===== src/hdl/aovc_pkg.sv =====
// package: constants, types and range table of the value codec
package aovc_pkg;
  localparam int NCH = 4;                // output channels
  localparam int EVW = 2 * NCH;          // event bits
  // register byte offsets
  localparam logic [7:0] OFS_WORD0 = 8'h00; // channel words, 4 apart
  localparam logic [7:0] OFS_FUNC  = 8'h10; // function codes
  localparam logic [7:0] OFS_ISTAT = 8'h14; // sticky event status
  localparam logic [7:0] OFS_IEN   = 8'h18; // interrupt enable
  localparam logic [7:0] OFS_ICLR  = 8'h1c; // status clear, write only
  localparam logic [7:0] OFS_ECHO0 = 8'h20; // returned words, 4 apart
  localparam logic [7:0] OFS_FLAGS = 8'h30; // live channel flags
  // field positions
  localparam int FLG_OVF_POS = 0;        // overflow per channel
  localparam int FLG_ERR_POS = 4;        // error per channel
  localparam int FLG_ACT_POS = 8;        // channel active
  localparam int EVT_ERR_POS = 4;        // error events in status
  localparam int SM_OVF_BIT  = 0;        // overflow bit of word
  localparam int SM_ERR_BIT  = 1;        // error bit of word
  localparam int SM_ACT_BIT  = 2;        // activity bit of word
  localparam int SM_SIGN_BIT = 15;       // sign bit of word
  localparam int SCALE_SH    = 16;       // fraction bits of gain
  // values after reset
  localparam logic [15:0] WORD_RST = 16'h0000;
  localparam logic [7:0]  FUNC_RST = 8'h00;
  localparam logic [7:0]  IEN_RST  = 8'h00;
  // function codes
  localparam logic [7:0] FN_NONE    = 8'h00;
  localparam logic [7:0] FN_V10_SM  = 8'h01;
  localparam logic [7:0] FN_V15_SM  = 8'h02;
  localparam logic [7:0] FN_I20B_SM = 8'h03;
  localparam logic [7:0] FN_I420_SM = 8'h04;
  localparam logic [7:0] FN_V010_SM = 8'h05;
  localparam logic [7:0] FN_I020_SM = 8'h06;
  localparam logic [7:0] FN_V10_TC  = 8'h09;
  localparam logic [7:0] FN_V15_TC  = 8'h0a;
  localparam logic [7:0] FN_I20B_TC = 8'h0b;
  localparam logic [7:0] FN_I420_TC = 8'h0c;
  localparam logic [7:0] FN_V010_TC = 8'h0d;
  localparam logic [7:0] FN_I020_TC = 8'h0e;
  // word limits
  localparam int SM_FULL     = 16384;    // rated sign-magnitude end
  localparam int SM_OVR      = 20480;    // sign-magnitude over-range
  localparam int SM_LIVE_UND = -4096;    // live zero under-range
  localparam int TC_FULL     = 27648;    // rated two's complement end
  localparam int TC_OVR      = 32767;    // two's complement limit
  localparam int TC_420_UND  = -5530;    // 4-20 mA lower limit
  localparam int TC_15_UND   = -6912;    // 1-5 V lower limit
  // set-point spans and offsets, in uA or mV
  localparam int SPAN_20MA = 20000;
  localparam int SPAN_16MA = 16000;
  localparam int SPAN_10V  = 10000;
  localparam int SPAN_4V   = 4000;
  localparam int OFS_4MA   = 4000;
  localparam int OFS_1V    = 1000;
  // gains with SCALE_SH fraction bits
  localparam int MUL_SM_20 = SPAN_20MA * (2**SCALE_SH) / SM_FULL;
  localparam int MUL_SM_16 = SPAN_16MA * (2**SCALE_SH) / SM_FULL;
  localparam int MUL_SM_10 = SPAN_10V * (2**SCALE_SH) / SM_FULL;
  localparam int MUL_SM_4  = SPAN_4V * (2**SCALE_SH) / SM_FULL;
  localparam int MUL_TC_20 = SPAN_20MA * (2**SCALE_SH) / TC_FULL;
  localparam int MUL_TC_16 = SPAN_16MA * (2**SCALE_SH) / TC_FULL;
  localparam int MUL_TC_10 = SPAN_10V * (2**SCALE_SH) / TC_FULL;
  localparam int MUL_TC_4  = SPAN_4V * (2**SCALE_SH) / TC_FULL;

  // one output range
  typedef struct packed {
    logic               valid;  // code assigned to a range
    logic               twos;   // two's complement word
    logic               isCur;  // current range
    logic signed [16:0] lo;     // under-range limit
    logic signed [16:0] hi;     // over-range limit
    logic signed [15:0] off;    // set-point at word zero
    logic [17:0]        mul;    // gain
  } aovc_range_t;

  // set-point handed to the drive stage
  typedef struct packed {
    logic               active;    // channel drives
    logic               isCurrent; // level in uA, else mV
    logic signed [15:0] level;     // set-point
  } aovc_chan_t;

  // build one table entry
  function automatic aovc_range_t aovc_mk(input int tw, input int cur,
      input int lo, input int hi, input int off, input int mul);
    aovc_range_t r;
    r.valid = 1'b1;
    r.twos  = 1'(tw);
    r.isCur = 1'(cur);
    r.lo    = 17'(lo);
    r.hi    = 17'(hi);
    r.off   = 16'(off);
    r.mul   = 18'(mul);
    return r;
  endfunction : aovc_mk

  // range table by function code
  function automatic aovc_range_t aovc_range_of(input logic [7:0] fn);
    aovc_range_t r;
    r = '0;
    case (fn)
      FN_V10_SM:  r = aovc_mk(0, 0, -SM_OVR, SM_OVR, 0, MUL_SM_10);
      FN_V15_SM:  r = aovc_mk(0, 0, SM_LIVE_UND, SM_OVR, OFS_1V, MUL_SM_4);
      FN_I20B_SM: r = aovc_mk(0, 1, -SM_OVR, SM_OVR, 0, MUL_SM_20);
      FN_I420_SM: r = aovc_mk(0, 1, SM_LIVE_UND, SM_OVR,
                              OFS_4MA, MUL_SM_16);
      FN_V010_SM: r = aovc_mk(0, 0, 0, SM_OVR, 0, MUL_SM_10);
      FN_I020_SM: r = aovc_mk(0, 1, 0, SM_OVR, 0, MUL_SM_20);
      FN_V10_TC:  r = aovc_mk(1, 0, -TC_OVR, TC_OVR, 0, MUL_TC_10);
      FN_V15_TC:  r = aovc_mk(1, 0, TC_15_UND, TC_OVR, OFS_1V, MUL_TC_4);
      FN_I20B_TC: r = aovc_mk(1, 1, -TC_OVR, TC_OVR, 0, MUL_TC_20);
      FN_I420_TC: r = aovc_mk(1, 1, TC_420_UND, TC_OVR,
                              OFS_4MA, MUL_TC_16);
      FN_V010_TC: r = aovc_mk(1, 0, 0, TC_OVR, 0, MUL_TC_10);
      FN_I020_TC: r = aovc_mk(1, 1, 0, TC_OVR, 0, MUL_TC_20);
      default:    r = '0;
    endcase
    return r;
  endfunction : aovc_range_of
endpackage : aovc_pkg


===== src/hdl/aovc_channel.sv =====
// one channel: word decode, clamp, scaling and returned word
`timescale 1ns/1ps
module aovc_channel
  import aovc_pkg::*;
(
  input  wire logic        clock,
  input  wire logic        reset,
  input  wire logic [15:0] word,
  input  wire logic [7:0]  func,
  input  wire logic        fault,
  output aovc_chan_t       chan,
  output logic             overflow,
  output logic             errorFlag,
  output logic [15:0]      echo
);
  aovc_range_t        rng;        // selected range
  logic signed [16:0] mag;        // magnitude field as value
  logic signed [16:0] value;      // decoded word
  logic signed [16:0] clamped;    // word held inside limits
  logic signed [16:0] absVal;     // magnitude of clamped word
  logic               over;       // word beyond a limit
  logic signed [35:0] prod;       // scaled product
  logic signed [15:0] next_level; // set-point
  logic [15:0]        next_echo;  // returned word

  // range lookup, unknown codes give an invalid entry
  always_comb rng = aovc_range_of(func);

  // decode either word format
  always_comb
  begin
    mag = signed'({2'b00, word[14:3], 3'b000});
    if (rng.twos)
      value = 17'(signed'(word));
    else if (word[SM_SIGN_BIT])
      value = -mag;
    else
      value = mag;
  end

  // saturate to the range limits
  always_comb
  begin
    over    = 1'b0;
    clamped = value;
    if (value > rng.hi)
    begin
      clamped = rng.hi;
      over    = 1'b1;
    end
    else if (value < rng.lo)
    begin
      clamped = rng.lo;
      over    = 1'b1;
    end
  end

  // linear scaling: offset plus word times gain
  always_comb
  begin
    prod       = clamped * signed'({1'b0, rng.mul});
    next_level = rng.off + signed'(prod[SCALE_SH+15:SCALE_SH]);
    absVal     = clamped[16] ? -clamped : clamped;
    if (rng.twos)
      next_echo = clamped[15:0];
    else
      next_echo = {clamped[16], absVal[14:3], 1'b0, fault, over};
  end

  // registered outputs, idle when the code is not assigned
  always_ff @(posedge clock)
  begin
    if (reset || !rng.valid)
    begin
      chan      <= '0;
      overflow  <= 1'b0;
      errorFlag <= 1'b0;
      echo      <= WORD_RST;
    end
    else
    begin
      chan      <= '{active: 1'b1, isCurrent: rng.isCur, level: next_level};
      overflow  <= over;
      errorFlag <= fault;
      echo      <= next_echo;
    end
  end
endmodule : aovc_channel


===== src/hdl/aovc_value_codec.sv =====
// apb register file, four channel codecs and event interrupt
//
// Decided for this implementation: register access over APB and the address map.
`timescale 1ns/1ps
module aovc_value_codec
  import aovc_pkg::*;
(
  input  wire logic             clock,
  input  wire logic             reset,
  input  wire logic             psel,
  input  wire logic             penable,
  input  wire logic             pwrite,
  input  wire logic [7:0]       paddr,
  input  wire logic [31:0]      pwdata,
  output logic [31:0]           prdata,
  output logic                  pready,
  output logic                  pslverr,
  input  wire logic [NCH-1:0]   fault,
  output aovc_chan_t [NCH-1:0]  chanOut,
  output logic                  irq
);
  // register file
  logic [15:0]      chanWord [NCH];  // channel words
  logic [7:0]       funcCode [NCH];  // function codes
  logic [EVW-1:0]   irqStatus;       // sticky events
  logic [EVW-1:0]   irqEnable;       // interrupt mask
  // channel results
  logic [NCH-1:0]   ovf;             // overflow per channel
  logic [NCH-1:0]   err;             // error per channel
  logic [NCH-1:0]   ovfPrev;         // overflow last cycle
  logic [NCH-1:0]   errPrev;         // error last cycle
  logic [15:0]      echo [NCH];      // returned words
  // bus side
  logic             setup;           // first cycle of a transfer
  logic             wrAcc;           // write access phase
  logic [EVW-1:0]   clrBits;         // status bits to clear
  logic [EVW-1:0]   newEvent;        // rising flags
  logic [31:0]      rdMux;           // read data of the address
  logic             rdErr;           // address not mapped
  logic             errQ;            // held error answer
  logic [NCH-1:0]   active;          // channels that drive

  // true when a lies in a block of four words at base
  function automatic logic in_block(input logic [7:0] a,
                                    input logic [7:0] base);
    return (a[7:4] == base[7:4]) && (a[1:0] == 2'b00);
  endfunction : in_block

  // true for every mapped register
  function automatic logic is_mapped(input logic [7:0] a);
    return in_block(a, OFS_WORD0) || in_block(a, OFS_ECHO0) ||
           a == OFS_FUNC || a == OFS_ISTAT || a == OFS_IEN ||
           a == OFS_ICLR || a == OFS_FLAGS;
  endfunction : is_mapped

  // transfer phases, no wait states in the access phase
  assign setup   = psel && !penable;
  assign wrAcc   = psel && penable && pwrite;
  assign pready  = psel && penable;
  assign pslverr = psel && penable && errQ;

  // channel words written by the controller
  always_ff @(posedge clock)
  begin
    if (reset)
    begin
      for (int i = 0; i < NCH; i++)
        chanWord[i] <= WORD_RST;
    end
    else if (wrAcc && in_block(paddr, OFS_WORD0))
    begin
      chanWord[paddr[3:2]] <= pwdata[15:0];
    end
  end

  // function codes, one byte per channel
  always_ff @(posedge clock)
  begin
    if (reset)
    begin
      for (int i = 0; i < NCH; i++)
        funcCode[i] <= FUNC_RST;
    end
    else if (wrAcc && paddr == OFS_FUNC)
    begin
      for (int i = 0; i < NCH; i++)
        funcCode[i] <= pwdata[8*i +: 8];
    end
  end

  // interrupt enable
  always_ff @(posedge clock)
  begin
    if (reset)
      irqEnable <= IEN_RST;
    else if (wrAcc && paddr == OFS_IEN)
      irqEnable <= pwdata[EVW-1:0];
  end

  // clear strobe from the write-only clear register
  always_comb
  begin
    if (wrAcc && paddr == OFS_ICLR)
      clrBits = pwdata[EVW-1:0];
    else
      clrBits = '0;
  end

  // codec per channel
  for (genvar c = 0; c < NCH; c++)
  begin : g_chan
    aovc_channel u_chan (
      .clock     (clock),
      .reset     (reset),
      .word      (chanWord[c]),
      .func      (funcCode[c]),
      .fault     (fault[c]),
      .chan      (chanOut[c]),
      .overflow  (ovf[c]),
      .errorFlag (err[c]),
      .echo      (echo[c])
    );
    assign active[c] = chanOut[c].active;
  end

  // previous flags for edge detection
  always_ff @(posedge clock)
  begin
    if (reset)
    begin
      ovfPrev <= '0;
      errPrev <= '0;
    end
    else
    begin
      ovfPrev <= ovf;
      errPrev <= err;
    end
  end

  // rising overflow and error make events
  assign newEvent = {err & ~errPrev, ovf & ~ovfPrev};

  // sticky status, a new event beats a clear in the same cycle
  always_ff @(posedge clock)
  begin
    if (reset)
      irqStatus <= '0;
    else
      irqStatus <= (irqStatus & ~clrBits) | newEvent;
  end

  // level interrupt
  assign irq = |(irqStatus & irqEnable);

  // read multiplexer
  always_comb
  begin
    rdMux = '0;
    rdErr = !is_mapped(paddr);
    if (in_block(paddr, OFS_WORD0))
      rdMux[15:0] = chanWord[paddr[3:2]];
    else if (in_block(paddr, OFS_ECHO0))
      rdMux[15:0] = echo[paddr[3:2]];
    else if (paddr == OFS_FUNC)
    begin
      for (int i = 0; i < NCH; i++)
        rdMux[8*i +: 8] = funcCode[i];
    end
    else if (paddr == OFS_ISTAT)
      rdMux[EVW-1:0] = irqStatus;
    else if (paddr == OFS_IEN)
      rdMux[EVW-1:0] = irqEnable;
    else if (paddr == OFS_FLAGS)
    begin
      rdMux[FLG_OVF_POS +: NCH] = ovf;
      rdMux[FLG_ERR_POS +: NCH] = err;
      rdMux[FLG_ACT_POS +: NCH] = active;
    end
  end

  // read data and error captured in the setup cycle
  always_ff @(posedge clock)
  begin
    if (reset)
    begin
      prdata <= '0;
      errQ   <= 1'b0;
    end
    else if (setup)
    begin
      prdata <= pwrite ? '0 : rdMux;
      errQ   <= rdErr;
    end
  end
endmodule : aovc_value_codec


===== config.mk =====
export PLATFORM = sky130hd
export DESIGN_NAME = aovc_value_codec
export DESIGN_NICKNAME = d
export VERILOG_FILES = /design/src/hdl/aovc_pkg.sv /design/src/hdl/aovc_channel.sv /design/src/hdl/aovc_value_codec.sv
export SDC_FILE = /design/constraint.sdc
export NUM_CORES = 2
export LEC_CHECK = 0
export ABC_CLOCK_PERIOD_IN_PS = 12800
export BUFFER_PORTS_ARGS = -buffer_cell sky130_fd_sc_hd__buf_4
export CAP_MARGIN = 20
export CELL_PAD_IN_SITES_DETAIL_PLACEMENT = 1
export CELL_PAD_IN_SITES_GLOBAL_PLACEMENT = 2
export CORE_ASPECT_RATIO = 0.75
export CORE_MARGIN = 3
export CORE_UTILIZATION = 30
export CTS_CLUSTER_SIZE = 12
export DETAILED_ROUTE_END_ITERATION = 10
export PLACE_DENSITY = 0.76
export SKIP_CTS_REPAIR_TIMING = 1
export SYNTH_ARGS = -nofsm -noshare
export SYNTH_HDL_FRONTEND = slang
export SYNTH_MEMORY_MAX_BITS = 65536
export SYNTH_SLANG_ARGS = --single-unit

===== constraint.sdc =====
create_clock -name clock -period 12.8 [get_ports clock]
set_input_delay 1.28 -clock clock [delete_from_list [all_inputs] [get_ports clock]]
set_output_delay 1.28 -clock clock [all_outputs]
set_load 0.01 [all_outputs]

==> impl_metrics.tcl <==
set metrics [dict create \
    coreArea_mm2 0.1841 \
    placedCellCount 9359 \
    cp_max_fo 13 \
    dp_hpwl_um 174800 \
    outcome "finished clean" \
    clock_sinks 297 \
    worstHoldPathType "flip-flop to flip-flop" \
    cts_tree "yes" \
    p_leak_nw 30.73 \
    ir_drop_mv 0.1342 \
    hold_ws_ns 0.4757 \
    max_freq_mhz 81.69 \
    grt_max_degree 54 \
    crit_family "adder cells" \
    htreeDepth 2 \
    synth_area_leader_cell "fa_1" \
    portBuffers 155 \
    path_clk_slew_ns 0.06 \
    synth-seq-cells 297 \
    skew_ns 0.05374 \
    slew_viol_final 0 \
    fp.dieArea_mm2 0.1914 \
    worst_ep_required_time_ns 13.37 \
    ys_seq_area_share_pct 12.37 \
    gp_congestion 0.9542 \
    initialDrtViolationCount 3097 \
    crit_arrival_ns 12.81 \
    nNetsFinal 8486 \
    die_x_um 504.1 \
    synthToLayoutAreaGrowth_pct 15.06 \
    ant_nets 0 \
    antenna_found_initial 3 \
    crit_top_cell "fa_1" \
    setup_viol 0 \
    final_cell_area_mm2 0.06424 \
    drive_gt1_share_pct 11.78 \
    ys_warn_count 0 \
    max_cap_viol_count 0 \
    drtPass1Iterations 7 \
    slew_headroom_pct 22.14 \
    rows 136 \
    yosys.cell_count.top_type "inv_1" \
    p_per_area_mw_per_mm2 57.61 \
    cp-end-kind "flip-flop" \
    cp_num_buf_inv 10 \
    crit_path_start_kind "flip-flop" \
    yosys-top-cells-area "fa_1, ha_1, inv_1" \
    die_h_um 379.6 \
    syn_area_mm2 0.05583 \
    totalWireLength_um 208100 \
    synth-edff-count 96 \
    clockBufferDepth 3 \
    worst_path_max_delay_cell "or4_1" \
    post-route-min-period_ns 12.24 \
    synth_top_area_share_pct 31.98 \
    cts_buffers 39 \
    finalCritPeriodShare_pct 95.64 \
    syn_avg_cell_area_um2 8.467 \
    synthCells 6594 \
    grtUsageTotal_pct 21.60 \
    worst_pin_slew_ns 1.164 \
    grt_overflow 0 \
    start_util_pct 30.32 \
    cts-root-buf "clkbuf_16" \
    hold_violations 0 \
    ios 156 \
    num_vias 47000 \
    viasPerCell 4.957 \
    critPathKind "flip-flop to flip-flop" \
    drc 0 \
    yosysUniqueCellTypes 107 \
    max_stage_delay_ns 0.67 \
    wl_per_cell_um 21.95 \
    yosys-top-cells-count "inv_1, nor2_1, fa_1" \
    grt_pass1_vias 50690 \
    stdcell_count 9481 \
    insertion_delay_ns 0.65 \
    synthArstFlopShare_pct 0 \
    synth_ff_type "dfxtp_1" \
    grt_first_pass_wirelength_um 318800 \
    placed_area_mm2 0.06193 \
]
worst register-to-register path, delay by kind of cell, from the launching register on:
| kind | cells | cell delay [ns] |
|---|---|---|
| adder cells (fa/ha/maj) | 9 | 4.01 |
| AO/OA/AOI/OAI | 13 | 2.78 |
| AND/OR/NAND/NOR | 13 | 2.59 |
| buffers and inverters | 10 | 1.44 |
| XOR/XNOR | 2 | 0.50 |
| multiplexers | 1 | 0.44 |
| flip-flops | 1 | 0.41 |
path summary, 6_finish.rpt:
path / slack (ns) / cells after the start / endpoint / start
hold reg to reg: 0.48 / 1 / errPrev[2] / g_chan[2].u_chan.errorFlag
setup / recovery: 0.56 / 48 / g_chan[0].u_chan.chan[15] / funcCode[0][7]
hold / removal: 0.48 / 1 / errPrev[2] / g_chan[2].u_chan.errorFlag
setup reg to reg: 0.56 / 48 / g_chan[0].u_chan.chan[15] / funcCode[0][7]
metal layers:
layer | share of wire (%) | vias to the layer above | global-route usage, % | wire, um
li1 | - | 21350 | - | -
met1 | 47 | 24250 | 31.32 | 98110
met2 | 45 | 1195 | 34.24 | 93590
met3 | 5.4 | 204 | 2.609 | 11220
met4 | 2.5 | 0 | 4.877 | 5167
met5 | 0 | - | 0 | 0
registers in the layout (all words and copies together) (netlist names):
signal / cells
g_chan.u_chan.chan: 72
chanWord: 64
g_chan.u_chan.echo: 64
funcCode: 32
prdata: 32
irqEnable: 8
irqStatus: 8
errPrev: 4
g_chan.u_chan.errorFlag: 4
g_chan.u_chan.overflow: 4
ovfPrev: 4
errQ: 1
where the power goes:
| group | total [mW] | internal [mW] | switching, mW | leakage (nW) |
|---|---|---|---|---|
| Clock | 1.18 | 0.647 | 0.538 | 0.645 |
| Combinational | 1.49 | 0.561 | 0.928 | 27.6 |
| Sequential | 1.03 | 0.993 | 0.0343 | 2.53 |
| Total | 3.70 | 2.20 | 1.50 | 30.7 |
through the flow:
step | total power, mW | setup TNS, ns | utilization [%] | worst slack [ns]
CTS | 3.687 | -0.9445 | 34.36 | -0.3436
global route | 3.925 | -0.1840 | 34.89 | -0.1370
finish | 3.701 | 0 | 34.89 | 0.5581
global placement | 2.442 | -0.06248 | 33.62 | -0.06248
detailed placement | 2.470 | -0.4794 | 33.64 | -0.2557
floorplan | 1.913 | 0 | - | 0.6326
area by class of cell:
| class | count | area [um2] |
|---|---|---|
| clock buffer | 54 | 1115 |
| antenna | 3 | 7.507 |
| timing repair buffer | 519 | 4055 |
| tap | 2484 | 3108 |
| clock inverter | 18 | 206.4 |
| sequential | 297 | 6907 |
| inverter | 1402 | 5263 |
| multi-input combinational | 4704 | 43580 |
| fill | 21950 | 119900 |
cell families after synthesis:
logic type,count (synthesis),synth area share (%)
AOI/OAI and AO/OA,784,9.349
xor gates and xnor gates,182,2.880
adders and majority gates,1475,45.04
buffers and inverters,1628,11.00
DFF,297,12.37
muxes,108,2.698
other,2,0.01345
and+or+nand+nor,2118,16.65
cell usage in the layout (no fill, tap or decap), types with 96 or more instances in the layout:
cell type and n:
a21oi_1 190, and2_1 100, buf_4 496, dfxtp_1 201, edfxtp_1 96, fa_1 892
ha_1 580, inv_1 1393, nand2_1 660, nor2_1 888, o21ai_0 145, xnor2_1 129
No activity file was read; power rests on OpenSTA's default activity.
